==> config.mk <==
export PLATFORM = sky130hd
export DESIGN_NAME = raw_pre_core
export DESIGN_NICKNAME = d
export VERILOG_FILES = /design/src/logic/raw_pre_pkg.sv /design/src/logic/raw_pre_core.sv
export SDC_FILE = /design/constraint.sdc
export NUM_CORES = 1
export LEC_CHECK = 0
export CORE_UTILIZATION = 30
export DETAILED_ROUTE_END_ITERATION = 10
export DONT_BUFFER_PORTS = 1
export SYNTH_ARGS = -nofsm -noshare
export SYNTH_HDL_FRONTEND = slang
export SYNTH_SLANG_ARGS = --single-unit
==> constraint.sdc <==
create_clock -name ref_clk -period 21.6 [get_ports ref_clk]
set_clock_uncertainty 0.05 [all_clocks]
set_input_delay 1.08 -clock ref_clk [delete_from_list [all_inputs] [get_ports ref_clk]]
set_output_delay 1.08 -clock ref_clk [all_outputs]
set_load 0.02 [all_outputs]
==> src/logic/raw_pre_pkg.sv <==
/*
  shared constants and types of the raw sensor pre-processing stage.
  assumes a 16-bit register port and 14-bit sensor samples.
*/
package raw_pre_pkg;
  // register indices on the plain port (word address)
  localparam logic [4:0] ADDR_START_LOW  = 5'h00;
  localparam logic [4:0] ADDR_START_HIGH = 5'h01;
  localparam logic [4:0] ADDR_CLAMP      = 5'h02;
  localparam logic [4:0] ADDR_DC_SUB     = 5'h03;
  localparam logic [4:0] ADDR_COLOUR     = 5'h04;
  localparam logic [4:0] ADDR_BLK_FIRST  = 5'h05;
  localparam logic [4:0] ADDR_BLK_SECOND = 5'h06;
  localparam logic [4:0] ADDR_MEDIAN     = 5'h07;
  localparam logic [4:0] ADDR_GAIN_BASE  = 5'h08;  // four gains at 08..0B
  localparam logic [4:0] ADDR_OFFSET     = 5'h0C;
  localparam logic [4:0] ADDR_CLIP       = 5'h0D;
  localparam logic [4:0] ADDR_CONFIG     = 5'h0E;  // bit0 stripe pattern
  localparam logic [4:0] ADDR_BLACK_AVG  = 5'h0F;  // read only
  // field positions
  localparam int CLAMP_EN_BIT  = 15;
  localparam int LINE_CNT_LSB  = 14;
  localparam int PIX_CNT_LSB   = 13;
  // reset values
  localparam logic [15:0] GAIN_RESET = 16'h0100;
  localparam logic [15:0] CLIP_RESET = 16'h3FFF;
  localparam logic [15:0] ZERO_RESET = 16'h0000;
  // widths
  localparam int PIX_W = 14;

  // register port request
  typedef struct packed {
    logic [4:0]  addr;
    logic [15:0] wdata;
    logic        wr;
    logic        rd;
  } reg_req_t;

  // one sample with its sync levels
  typedef struct packed {
    logic [13:0] data;
    logic        hsync;
    logic        vsync;
    logic        field;
  } sensor_in_t;
endpackage : raw_pre_pkg

==> src/logic/raw_pre_core.sv <==
/*
  raw sensor conditioning: clamp/dc, black level, gain, offset, clip.
  assumes sensor pins and pixel clock are asynchronous to ref_clk and
  that the pixel clock runs well below half of ref_clk.
*/
// Decided for this implementation: the address-and-strobe port and the placing of the registers.
// Function
// - low 16 start-address bits, 32-byte units
// - upper 7 address bits joined above
// - frame-latched settings copied at vertical sync
// - clamp enable subtracts optical-black average
// - pixel count code gives 2/4/8/16
// - black sampling starts at programmed pixel
// - line count code gives 2/4/8/16
// - clamp off subtracts DC constant
// - four two-bit colour codes per field
// - mosaic maps positions by line parity
// - stripe maps positions 0..2 per line
// - signed R/Ye and Black_comp_green_red_cyan black correction
// - signed Gb/G and B/Mg black correction
// - 14-bit median threshold held
// - per-colour U11Q8 gain, reset unity
// - 10-bit offset added after gain
// - clip result to programmed maximum
`timescale 1ns/1ps
module raw_pre_core (
  input  wire logic                   ref_clk,
  input  wire logic                   nrst,
  input  wire raw_pre_pkg::reg_req_t  regReq,
  output logic [15:0]                 regRdata,
  input  wire logic                   pixClk,
  input  wire raw_pre_pkg::sensor_in_t sensorIn,
  output logic [13:0]                 pixOut,
  output logic                        pixValid,
  output logic [22:0]                 captureStart,
  output logic [13:0]                 medianThreshold
);
  import raw_pre_pkg::*;

  // software-side shadow registers
  logic [15:0] startLow_reg, startHigh_reg, clamp_reg, dc_level_subtract_reg, colour_reg;
  logic [15:0] blkFirst_reg, blkSecond_reg, median_reg, offset_reg, clip_reg, config_reg;
  logic [15:0] gain_reg [4];
  // active copies, loaded at vertical sync only
  logic [15:0] aStartLow_reg, aStartHigh_reg, aClamp_reg, aDcSub_reg, aColour_reg;
  logic [15:0] aBlkFirst_reg, aBlkSecond_reg, aOffset_reg, aConfig_reg;
  logic [15:0] aGain_reg [4];

  // register writes
  always_ff @(posedge ref_clk or negedge nrst) begin
    if (!nrst) begin
      startLow_reg  <= ZERO_RESET;
      startHigh_reg <= ZERO_RESET;
      clamp_reg     <= ZERO_RESET;
      dc_level_subtract_reg     <= ZERO_RESET;
      colour_reg    <= ZERO_RESET;
      blkFirst_reg  <= ZERO_RESET;
      blkSecond_reg <= ZERO_RESET;
      median_reg    <= ZERO_RESET;
      offset_reg    <= ZERO_RESET;
      clip_reg      <= CLIP_RESET;
      config_reg    <= ZERO_RESET;
    end else if (regReq.wr) begin
      case (regReq.addr)
        ADDR_START_LOW:  startLow_reg  <= regReq.wdata;
        ADDR_START_HIGH: startHigh_reg <= {9'h000, regReq.wdata[6:0]};
        ADDR_CLAMP:      clamp_reg     <= regReq.wdata;
        ADDR_DC_SUB:     dc_level_subtract_reg     <= regReq.wdata;
        ADDR_COLOUR:     colour_reg    <= regReq.wdata;
        ADDR_BLK_FIRST:  blkFirst_reg  <= regReq.wdata;
        ADDR_BLK_SECOND: blkSecond_reg <= regReq.wdata;
        ADDR_MEDIAN:     median_reg    <= {2'h0, regReq.wdata[13:0]};
        ADDR_OFFSET:     offset_reg    <= {6'h00, regReq.wdata[9:0]};
        ADDR_CLIP:       clip_reg      <= {2'h0, regReq.wdata[13:0]};
        ADDR_CONFIG:     config_reg    <= {15'h0000, regReq.wdata[0]};
        default: ;  // unmapped or gain: ignored here
      endcase
    end
  end

  // gain registers, one per colour class
  genvar g;
  generate
    for (g = 0; g < 4; g++) begin : gGain
      always_ff @(posedge ref_clk or negedge nrst) begin
        if (!nrst) begin
          gain_reg[g] <= GAIN_RESET;
        end else if (regReq.wr && regReq.addr == ADDR_GAIN_BASE + 5'(g)) begin
          gain_reg[g] <= {5'h00, regReq.wdata[10:0]};
        end
      end
    end
  endgenerate

  // two-flop synchronisers for every pin
  logic [17:0] sync1_reg, sync2_reg;
  always_ff @(posedge ref_clk or negedge nrst) begin
    if (!nrst) begin
      sync1_reg <= '0;
      sync2_reg <= '0;
    end else begin
      sync1_reg <= {pixClk, sensorIn};
      sync2_reg <= sync1_reg;
    end
  end
  // data is sampled on the synced pixel clock edge; it is stable then
  // because the sender holds it for a whole pixel period
  logic        pclkS, pclkD_reg, hsS, hsD_reg, vsS, vsD_reg, fieldS;
  logic [13:0] dataS;
  assign pclkS  = sync2_reg[17];
  assign dataS  = sync2_reg[16:3];
  assign hsS    = sync2_reg[2];
  assign vsS    = sync2_reg[1];
  assign fieldS = sync2_reg[0];
  logic pixEdge, hsEdge, vsEdge;

  // edge detection on the synced levels
  always_ff @(posedge ref_clk or negedge nrst) begin
    if (!nrst) begin
      pclkD_reg <= 1'b0;
      hsD_reg   <= 1'b0;
      vsD_reg   <= 1'b0;
    end else begin
      pclkD_reg <= pclkS;
      hsD_reg   <= hsS;
      vsD_reg   <= vsS;
    end
  end
  assign pixEdge = pclkS & ~pclkD_reg;
  assign hsEdge  = hsS & ~hsD_reg;
  assign vsEdge  = vsS & ~vsD_reg;

  // frame latch: copy shadows into the active path at vertical sync
  always_ff @(posedge ref_clk or negedge nrst) begin
    if (!nrst) begin
      aStartLow_reg  <= ZERO_RESET;
      aStartHigh_reg <= ZERO_RESET;
      aClamp_reg     <= ZERO_RESET;
      aDcSub_reg     <= ZERO_RESET;
      aColour_reg    <= ZERO_RESET;
      aBlkFirst_reg  <= ZERO_RESET;
      aBlkSecond_reg <= ZERO_RESET;
      aOffset_reg    <= ZERO_RESET;
      aConfig_reg    <= ZERO_RESET;
      for (int i = 0; i < 4; i++) aGain_reg[i] <= GAIN_RESET;
    end else if (vsEdge) begin
      aStartLow_reg  <= startLow_reg;
      aStartHigh_reg <= startHigh_reg;
      aClamp_reg     <= clamp_reg;
      aDcSub_reg     <= dc_level_subtract_reg;
      aColour_reg    <= colour_reg;
      aBlkFirst_reg  <= blkFirst_reg;
      aBlkSecond_reg <= blkSecond_reg;
      aOffset_reg    <= offset_reg;
      aConfig_reg    <= config_reg;
      for (int i = 0; i < 4; i++) aGain_reg[i] <= gain_reg[i];
    end
  end

  // pixel and line counters from horizontal / vertical sync
  logic [12:0] pixCnt_reg;
  logic [4:0]  lineCnt_reg;
  logic        lineOdd_reg;
  always_ff @(posedge ref_clk or negedge nrst) begin
    if (!nrst) begin
      pixCnt_reg  <= '0;
      lineCnt_reg <= '0;
      lineOdd_reg <= 1'b0;
    end else if (vsEdge) begin
      pixCnt_reg  <= '0;
      lineCnt_reg <= '0;
      lineOdd_reg <= 1'b0;
    end else if (hsEdge) begin
      pixCnt_reg  <= '0;
      lineOdd_reg <= ~lineOdd_reg;
      if (lineCnt_reg != 5'h1F) lineCnt_reg <= lineCnt_reg + 5'h01;
    end else if (pixEdge && pixCnt_reg != 13'h1FFF) begin
      pixCnt_reg <= pixCnt_reg + 13'h0001;
    end
  end

  // optical-black window and averaging
  logic [4:0]  obPixN, obLineN;
  logic [12:0] obStart, obEnd;
  logic        inObWin;
  logic [22:0] obSum_reg;
  logic [13:0] obAvg_reg;
  assign obPixN  = 5'h02 << aClamp_reg[PIX_CNT_LSB +: 2];
  assign obLineN = 5'h02 << aDcSub_reg[LINE_CNT_LSB +: 2];
  assign obStart = aClamp_reg[12:0];
  assign obEnd   = obStart + 13'(obPixN);
  assign inObWin = pixEdge && pixCnt_reg >= obStart && pixCnt_reg < obEnd
                   && lineCnt_reg < obLineN;
  // sum resets each frame; average taken by shift once all lines done
  always_ff @(posedge ref_clk or negedge nrst) begin
    if (!nrst) begin
      obSum_reg <= '0;
      obAvg_reg <= '0;
    end else if (vsEdge) begin
      obSum_reg <= '0;
    end else begin
      if (inObWin) obSum_reg <= obSum_reg + 23'(dataS);
      // the hsync that closes the last sampled line publishes the average,
      // so the very next line is already clamped with it
      if (hsEdge && lineCnt_reg == obLineN - 5'h01) begin
        obAvg_reg <= 14'(obSum_reg >> (aClamp_reg[14:13] + aDcSub_reg[15:14] + 2));
      end
    end
  end

  // colour class from field, line parity and pixel count
  logic [1:0] position, colourClass;
  logic [7:0] fieldCodes;
  always_comb begin
    fieldCodes = fieldS ? aColour_reg[15:8] : aColour_reg[7:0];
    if (aConfig_reg[0]) begin
      // stripe: position 3 never chosen
      position = (pixCnt_reg % 13'd3 == 13'd0) ? 2'd0 :
                 (pixCnt_reg % 13'd3 == 13'd1) ? 2'd1 : 2'd2;
    end else begin
      position = {lineOdd_reg, pixCnt_reg[0]};
    end
    colourClass = fieldCodes[7 - 2*position -: 2];
  end

  // arithmetic chain
  logic signed [15:0] afterClamp, afterBlack;
  logic [13:0]        clampSat;
  logic signed [7:0]  blackCorr;
  logic [10:0]        gain;
  logic [27:0]        product;
  logic [20:0]        withOffset;
  logic [13:0]        clipped;
  always_comb begin
    afterClamp = aClamp_reg[CLAMP_EN_BIT]
               ? $signed({2'b00, dataS}) - $signed({2'b00, obAvg_reg})
               : $signed({2'b00, dataS}) - $signed({2'b00, aDcSub_reg[13:0]});
    clampSat = afterClamp < 0 ? 14'h0000 : afterClamp[13:0];
    case (colourClass)
      2'd0:    blackCorr = $signed(aBlkFirst_reg[15:8]);
      2'd1:    blackCorr = $signed(aBlkFirst_reg[7:0]);
      2'd2:    blackCorr = $signed(aBlkSecond_reg[15:8]);
      default: blackCorr = $signed(aBlkSecond_reg[7:0]);
    endcase
    afterBlack = $signed({2'b00, clampSat}) + 16'(blackCorr);
    gain       = aGain_reg[colourClass][10:0];
    product    = (afterBlack < 0 ? 15'h0000 : 15'(afterBlack)) * {4'h0, gain};
    withOffset = 21'(product >> 8) + {11'h000, aOffset_reg[9:0]};
    clipped    = withOffset > {7'h00, clip_reg[13:0]} ? clip_reg[13:0]
                                                      : withOffset[13:0];
  end

  // output stage: one result per pixel clock edge
  always_ff @(posedge ref_clk or negedge nrst) begin
    if (!nrst) begin
      pixOut   <= '0;
      pixValid <= 1'b0;
    end else begin
      pixValid <= pixEdge;
      if (pixEdge) pixOut <= clipped;
    end
  end

  // capture address and threshold outputs
  always_ff @(posedge ref_clk or negedge nrst) begin
    if (!nrst) begin
      captureStart    <= '0;
      medianThreshold <= '0;
    end else begin
      captureStart    <= {aStartHigh_reg[6:0], aStartLow_reg};
      medianThreshold <= median_reg[13:0];
    end
  end

  // read port: data one cycle after the strobe, zero otherwise
  always_ff @(posedge ref_clk or negedge nrst) begin
    if (!nrst) begin
      regRdata <= '0;
    end else if (regReq.rd) begin
      case (regReq.addr)
        ADDR_START_LOW:  regRdata <= startLow_reg;
        ADDR_START_HIGH: regRdata <= startHigh_reg;
        ADDR_CLAMP:      regRdata <= clamp_reg;
        ADDR_DC_SUB:     regRdata <= dc_level_subtract_reg;
        ADDR_COLOUR:     regRdata <= colour_reg;
        ADDR_BLK_FIRST:  regRdata <= blkFirst_reg;
        ADDR_BLK_SECOND: regRdata <= blkSecond_reg;
        ADDR_MEDIAN:     regRdata <= median_reg;
        5'h08:           regRdata <= gain_reg[0];
        5'h09:           regRdata <= gain_reg[1];
        5'h0A:           regRdata <= gain_reg[2];
        5'h0B:           regRdata <= gain_reg[3];
        ADDR_OFFSET:     regRdata <= offset_reg;
        ADDR_CLIP:       regRdata <= clip_reg;
        ADDR_CONFIG:     regRdata <= config_reg;
        ADDR_BLACK_AVG:  regRdata <= {2'h0, obAvg_reg};
        default:         regRdata <= '0;
      endcase
    end else begin
      regRdata <= '0;
    end
  end

  // checks
  AST_LATCH_AT_VSYNC: assert property (@(posedge ref_clk) disable iff (!nrst)
    !vsEdge |=> $stable(aGain_reg[0]) && $stable(aClamp_reg))
    else $error("active setting changed outside vertical sync");
  AST_CLIP_BOUND: assert property (@(posedge ref_clk) disable iff (!nrst)
    pixValid |-> pixOut <= clip_reg[13:0])
    else $error("output above clip value");
  AST_VALID_PULSE: assert property (@(posedge ref_clk) disable iff (!nrst)
    pixEdge |=> pixValid ##1 !pixValid)
    else $error("valid not a single pulse per pixel edge");
  AST_ADDR_JOIN: assert property (@(posedge ref_clk) disable iff (!nrst)
    vsEdge |=> ##1 captureStart == {$past(startHigh_reg[6:0], 2), $past(startLow_reg, 2)})
    else $error("start address not joined");
  AST_GAIN_RESET: assert property (@(posedge ref_clk)
    $rose(nrst) |-> gain_reg[0] == GAIN_RESET)
    else $error("gain not unity after reset");
  AST_STRIPE_POS: assert property (@(posedge ref_clk) disable iff (!nrst)
    aConfig_reg[0] |-> position != 2'd3)
    else $error("stripe used position 3");
  AST_MOSAIC_POS: assert property (@(posedge ref_clk) disable iff (!nrst)
    !aConfig_reg[0] |-> position == {lineOdd_reg, pixCnt_reg[0]})
    else $error("mosaic position wrong");
  AST_NO_NEG: assert property (@(posedge ref_clk) disable iff (!nrst)
    afterClamp < 0 |-> clampSat == 14'h0000)
    else $error("negative not saturated");
  AST_DC_PATH: assert property (@(posedge ref_clk) disable iff (!nrst)
    !aClamp_reg[CLAMP_EN_BIT] && dataS >= aDcSub_reg[13:0]
      |-> clampSat == dataS - aDcSub_reg[13:0])
    else $error("dc subtraction wrong");
  COV_VSYNC:  cover property (@(posedge ref_clk) vsEdge);
  COV_CLAMP:  cover property (@(posedge ref_clk) aClamp_reg[CLAMP_EN_BIT] && pixValid);
  COV_CLIP:   cover property (@(posedge ref_clk) pixValid && pixOut == clip_reg[13:0]);
  COV_STRIPE: cover property (@(posedge ref_clk) aConfig_reg[0] && position == 2'd2);
endmodule : raw_pre_core

==> run summary, run 1 <==
status: finished, violations left
failing checks: slew limit
via count: 22947
Detail Placement HPWL: 68500 um
Num CTS Buffers: 49
# fillers: 10392
Worst Path Required: 22.10 ns
Max clock buf depth: 3
Vias/cell: 5.11
IO Pins: 111
share of layout cells above drive strength 1: 12.6%
maxcap violations: 0
setup_tns: 0 ns
final core utilization: 33.4%
M2 GR Usage: 28.5%
Syn Area/Cell: 9.87 um2
Hold Path Class: in2async
post-synthesis cell type count: 101
Core Rows: 117
area grow syn2layout: 10.0%
CTS tree: done
Final Cycle Share: 88.7%
Top cell by count, worst path: a21oi_1
GR Overflow Total: 0
Main synth FF type: dfrtp_1
First-pass DRT Iterations: 6
syn nets: 3474
Slowest Stage Delay on Critical Path: 0.73 ns
busiest grt layer: met2
clock-pin slew on the worst setup and hold paths: 0.06 ns
Mapped Area: 0.0310 mm2
CP Capture Type: flop
endpoints failing setup: 0
RSZ-0062 raised after global routing: no
crit path time final: 19.16 ns
Post-Route WL: 94100 um
#FFs+latches synth: 507
FMAX: 52.2 MHz
CTS resizes: 0
Post-synth EDFFs: 0
Placer Congestion: 0.906
# nets final: 3404
Synth area leader: dfrtp_1
GR Layer Usage met3: 5.23%
M1 GR Usage: 23.4%
largest net degree at the start of global routing: 508
clock latency at the later pin of the worst-skew pair: 0.63 ns
Routed wire per std cell: 21.0 um
first-pass GRT wire length: 144000 um
crit path kind: reg2reg
total DRC errors in the routed layout: 0
Die ar.: 0.105 mm2
Max Slew Vio Count: 99
# hold bufs at CTS: 0
Slew @ Worst Pin: 1.61 ns
Startpoint Class: flop
Mapped Cells: 3140
GRT Util Overall: 18.1%
synth warn: 0
post-CTS setup buffer count: 0
initial antenna violation count: 5
sequential area share after synthesis: 41.0%
Initial Util: 30.4%
Root Buffer: clkbuf_16
htree depth: 2
post-synth top area share: 39.2%
most common cell after layout, fill and taps aside: nand2_1
ranking of synthesized cells by area: dfrtp_1 39%, nand2_1 7.9%, fa_1 7.8%
most frequent cells in the layout: 648 x nand2_1, 485 x dfrtp_1, 205 x nor2_1
CP arrival: 19.66 ns
initial detailed-routing violation count: 1918
vias in the first global route: 22958
port buffer count: 0
final count of hold timing violations: 0
Clock Sinks: 507
crit-path max FO: 53
fraction of registers with async set/reset: 100%
slowest CP cell: mux2_4
die width: 323 um
die height: 323 um
post-route ant nets: 0
Worst slew margin: -7.48%
Core Footprint: 0.102 mm2
==> metal layers <==
metal	vias to the layer above	routed length [um]	part of all wire (%)
li1	10584	-	-
met1	11415	39300	42
met2	787	42500	45
met3	155	8650	9.2
met4	6	3750	4.0
met5	-	38	0.040
==> final cells by class <==
cell class              count  area [um2]  share of cell area [%]
diodes                     12        30.0                  0.0881
clock buffers              62        1370                    4.01
clock inverters            26         310                   0.910
inverters                 198         743                    2.18
multi-input cells        2279       16900                    49.7
flip-flops and latches    507       12700                    37.3
well taps                1368        1710                    5.02
repair buffers             35         275                   0.808
==> worst paths after layout <==
| kind | start | endpoint | slack [ns] | cells past startpoint |
|---|---|---|---|---|
| worst max-delay path | pixCnt_reg[11]$_DFFE_PN0P_ | pixOut[9]$_DFFE_PN0P_ | 2.44 | 76 |
| worst min-delay path | nrst | obSum_reg[18]$_DFFE_PN0P_ | 0.14 | 0 |
| worst max register to register | pixCnt_reg[11]$_DFFE_PN0P_ | pixOut[9]$_DFFE_PN0P_ | 2.44 | 76 |
| worst min register to register | sync1_reg[13]$_DFF_PN0_ | sync2_reg[13]$_DFF_PN0_ | 0.30 | 0 |
| max in group asynchronous | nrst | gain_reg[22]$_DFFE_PN0P_ | 20.09 | 0 |
| min in group ref_clk | sync1_reg[13]$_DFF_PN0_ | sync2_reg[13]$_DFF_PN0_ | 0.30 | 0 |
==> logic make-up (layout without fill, tap and decap cells) <==
family,count (synthesis),in the layout,share of synthesized area [%]
and+or+nand+nor,1088,1088,15.1
AOI/OAI and AO/OA,518,518,11.6
DFF,507,507,41.0
buffers and inverters,354,321,4.41
adders and majority gates,291,291,14.7
muxes,286,286,10.3
xor gates and xnor gates,96,96,2.74
other,0,12,0
==> metrics by stage <==
| step | cells | cell area [um2] | worst slack [ns] | hold WS (ns) |
|---|---|---|---|---|
| finish | 4487 | 34100 | 2.44 | 0.140 |
| floorplan | 3140 | 31000 | 3.71 | 0.281 |
| CTS | 4475 | 34100 | 2.58 | 0.0795 |
| detailed placement | 4387 | 32400 | 2.65 | 0.287 |
| global placement | 4387 | 32400 | 3.10 | 0.284 |
| global route | 4475 | 34100 | 1.09 | 0.119 |
==> cell usage after synthesis (30+ instances only) <==
master	number
ha_1	170
o21ai_0	77
fa_1	121
a31oi_1	37
nor2_1	205
a22oi_1	30
a21oi_1	137
mux2i_1	74
dfrtp_1	485
nor2b_1	36
clkbuf_1	141
a21o_1	38
mux2_2	203
inv_1	193
xnor2_1	68
nand2_1	648
o21bai_1	33
==> worst max-delay path: cells and delay by family (launching register included) <==
kind,cells,cell delay (ns)
compound gates,36,7.50
fa+ha+maj,10,4.38
mux,1,0.73
buf+inv,8,1.20
flops,1,0.63
simple gates,20,4.36
xor+xnor,1,0.14
Power of run 1 is not shown: default switching activity piles up to over one toggle a cycle in this logic, so the estimate is an artifact.
==> inputs of run 2 (changes only) <==
--- a/config.mk
+++ b/config.mk
@@ -5,9 +5,10 @@
 export SDC_FILE = /design/constraint.sdc
 export NUM_CORES = 1
 export LEC_CHECK = 0
+export BUFFER_PORTS_ARGS = -buffer_cell sky130_fd_sc_hd__buf_2
 export CORE_UTILIZATION = 30
 export DETAILED_ROUTE_END_ITERATION = 10
-export DONT_BUFFER_PORTS = 1
+export RECOVER_POWER = 100
 export SYNTH_ARGS = -nofsm -noshare
 export SYNTH_HDL_FRONTEND = slang
 export SYNTH_SLANG_ARGS = --single-unit
==> constraint.sdc (replaced) <==
create_clock -name ref_clk -period 18.6 [get_ports ref_clk]
set_clock_uncertainty 0.05 [all_clocks]
set_input_delay 0.93 -clock ref_clk [delete_from_list [all_inputs] [get_ports ref_clk]]
set_output_delay 0.93 -clock ref_clk [all_outputs]
set_load 0.02 [all_outputs]
==> run 2 against run 1 <==
Worst hold slack improved by 0.16 ns; sequential share of layout area down 0.74 points; core utilization up 0.69 points; the run ends with capacitance limit, slew limit left; critical path type unchanged.
==> run summary, run 2 (same netlist as run 1, synthesis figures left out) <==
metal3 WL: 7090 um (-18%)
Post-Route WL: 96000 um (+2.0%)
total DRC errors in the routed layout: 0 (unchanged)
Worst slew margin: -510% (-500 points)
via count: 23724 (+3.4%)
most common cell after layout, fill and taps aside: nand2_1
Max clock buf depth: 3 (unchanged)
Worst Path Required: 19.02 ns (-3.08 ns)
IO Pins: 111 (unchanged)
Root Buffer: clkbuf_16
die height: 323 um (unchanged)
Max Slew Vio Count: 741 (+650%)
Core Footprint: 0.102 mm2 (unchanged)
Vias/cell: 5.15 (+0.67%)
final core utilization: 34.1% (+0.69 points)
port buffer count: 110 (+110)
First-pass DRT Iterations: 7 (+1)
largest net degree at the start of global routing: 177 (-65%)
most frequent cells in the layout: 646 x nand2_1, 481 x dfrtp_1, 202 x nor2_1
CP Capture Type: flop
crit-path max FO: 24 (-55%)
M1 wire length: 42400 um (+7.9%)
maxcap violations: 10 (+10)
FMAX: 56.5 MHz (+8.2%)
post-route ant nets: 0 (unchanged)
placed inst area: 0.0331 mm2 (+2.1%)
vias in the first global route: 23602 (+2.8%)
area grow syn2layout: 12.3%
reg2reg path depth: 74 (-2.6%)
CP arrival: 18.13 ns (-1.53 ns)
final count of hold timing violations: 0 (unchanged)
Max Used Layer: met5
GRT Util Overall: 18.4% (+0.23 points)
Die ar.: 0.105 mm2 (unchanged)
failing checks: capacitance limit, slew limit
CP Depth: 74 (-2.6%)
Core Rows: 117 (unchanged)
crit path kind: reg2reg
htree depth: 2 (unchanged)
Initial Util: 30.4% (unchanged)
Num CTS Buffers: 49 (unchanged)
Cells on Worst Hold Path: 0
die width: 323 um (unchanged)
status: finished, violations left
initial detailed-routing violation count: 2108 (+9.9%)
GR Overflow Total: 0 (unchanged)
post-route cell area: 0.0348 mm2 (+2.1%)
clock latency at the later pin of the worst-skew pair: 0.58 ns (-0.05 ns)
Final Cycle Share: 95.2% (+6.5 points)
endpoints failing setup: 0 (unchanged)
share of layout cells above drive strength 1: 14.1% (+1.5 points)
clock-pin slew on the worst setup and hold paths: 0.07 ns (about the same)
Slew @ Worst Pin: 9.15 ns (+7.54 ns)
Routed wire per std cell: 20.8 um (-0.71%)
worst path bufs/invs: 6 (-2)
Placer Congestion: 0.910 (+0.49%)
crit path time final: 17.71 ns (-1.45 ns)
# nets final: 3534 (+3.8%)
Slowest Stage Delay on Critical Path: 0.58 ns (-0.15 ns)
CTS tree: done
Detail Placement HPWL: 70900 um (+3.6%)
initial antenna violation count: 12 (+7)
Top cell by count, worst path: a21oi_1
Clock Sinks: 507 (unchanged)
CP top delay family: compound AO/OA/AOI/OAI gates
first-pass GRT wire length: 147000 um (+2.1%)
slowest CP cell: or4b_1
Startpoint Class: flop
met2 WL: 43200 um (+1.8%)
Hold Path Class: reg2reg
[run 2: changes by cell type in the layout (fill, tap and decap cells not counted), moves of 6 or more]
cell	delta
diode_2	-10
buf_2	+40
and2_1	-8
clkbuf_1	+92
and2_2	+6
[run 2: area by class of cell]
cell class | instances | area [um2]
Timing Repair Buffer | 162 | 782
Fill cell | 10471 | 67200
Antenna cell | 2 | 5.00
Sequential cell | 507 | 12700
Multi-Input combinational cell | 2282 | 17100
Tap cell | 1368 | 1710
Clock inverter | 21 | 254
Inverter | 198 | 743
Clock buffer | 68 | 1450
[run 2: path summary, 6_finish.rpt]
check / start / to / slack (ns)
max in group asynchronous: nrst / aStartLow_reg[0]$_DFFE_PN0P_ / 4.18
min in group asynchronous: nrst / obSum_reg[18]$_DFFE_PN0P_ / 2.06
min: sync1_reg[12]$_DFF_PN0_ / sync2_reg[12]$_DFF_PN0_ / 0.30
max reg2reg: pixCnt_reg[7]$_DFFE_PN0P_ / pixOut[13]$_DFFE_PN0P_ / 0.89
min reg2reg: sync1_reg[12]$_DFF_PN0_ / sync2_reg[12]$_DFF_PN0_ / 0.30
max: pixCnt_reg[7]$_DFFE_PN0P_ / pixOut[13]$_DFFE_PN0P_ / 0.89
[run 2: worst reg2reg max path, delay by kind of cell, from the launching register on]
| kind | cells | cell delay, ns |
|---|---|---|
| compound gates | 35 | 6.97 |
| simple gates | 20 | 4.30 |
| fa+ha+maj | 10 | 4.25 |
| mux | 2 | 0.80 |
| buf+inv | 6 | 0.57 |
| flops | 1 | 0.51 |
| xor+xnor | 1 | 0.13 |
[run 2: stage by stage]
step	hold WS, ns	instances	setup TNS, ns	setup WS (ns)
floorplan	0.281	3140	0	0.712
global placement	0.285	4511	0	0.566
global route	0.310	4606	-0.0531	-0.0296
finish	0.297	4608	0	0.894
CTS	0.299	4600	0	0.0407
detailed placement	0.285	4511	0	0.0775
[run 2: timing repair]
item                       in CTS  in global routing
buffers inserted                0                  3
gates resized for setup         1                 48
gates cloned                    0                  3
pin swaps                       0                  4
setup endpoints to repair       3                 14
hold buffers                    0                  0
[run 2: metal layers]
metal | vias up | GRT usage (%)
met2 | 868 | 28.9
li1 | 10824 | -
met5 | - | 0
met1 | 11873 | 25.8
met3 | 155 | 2.42
met4 | 4 | 6.41
Power of run 2 is left out for the same reason.
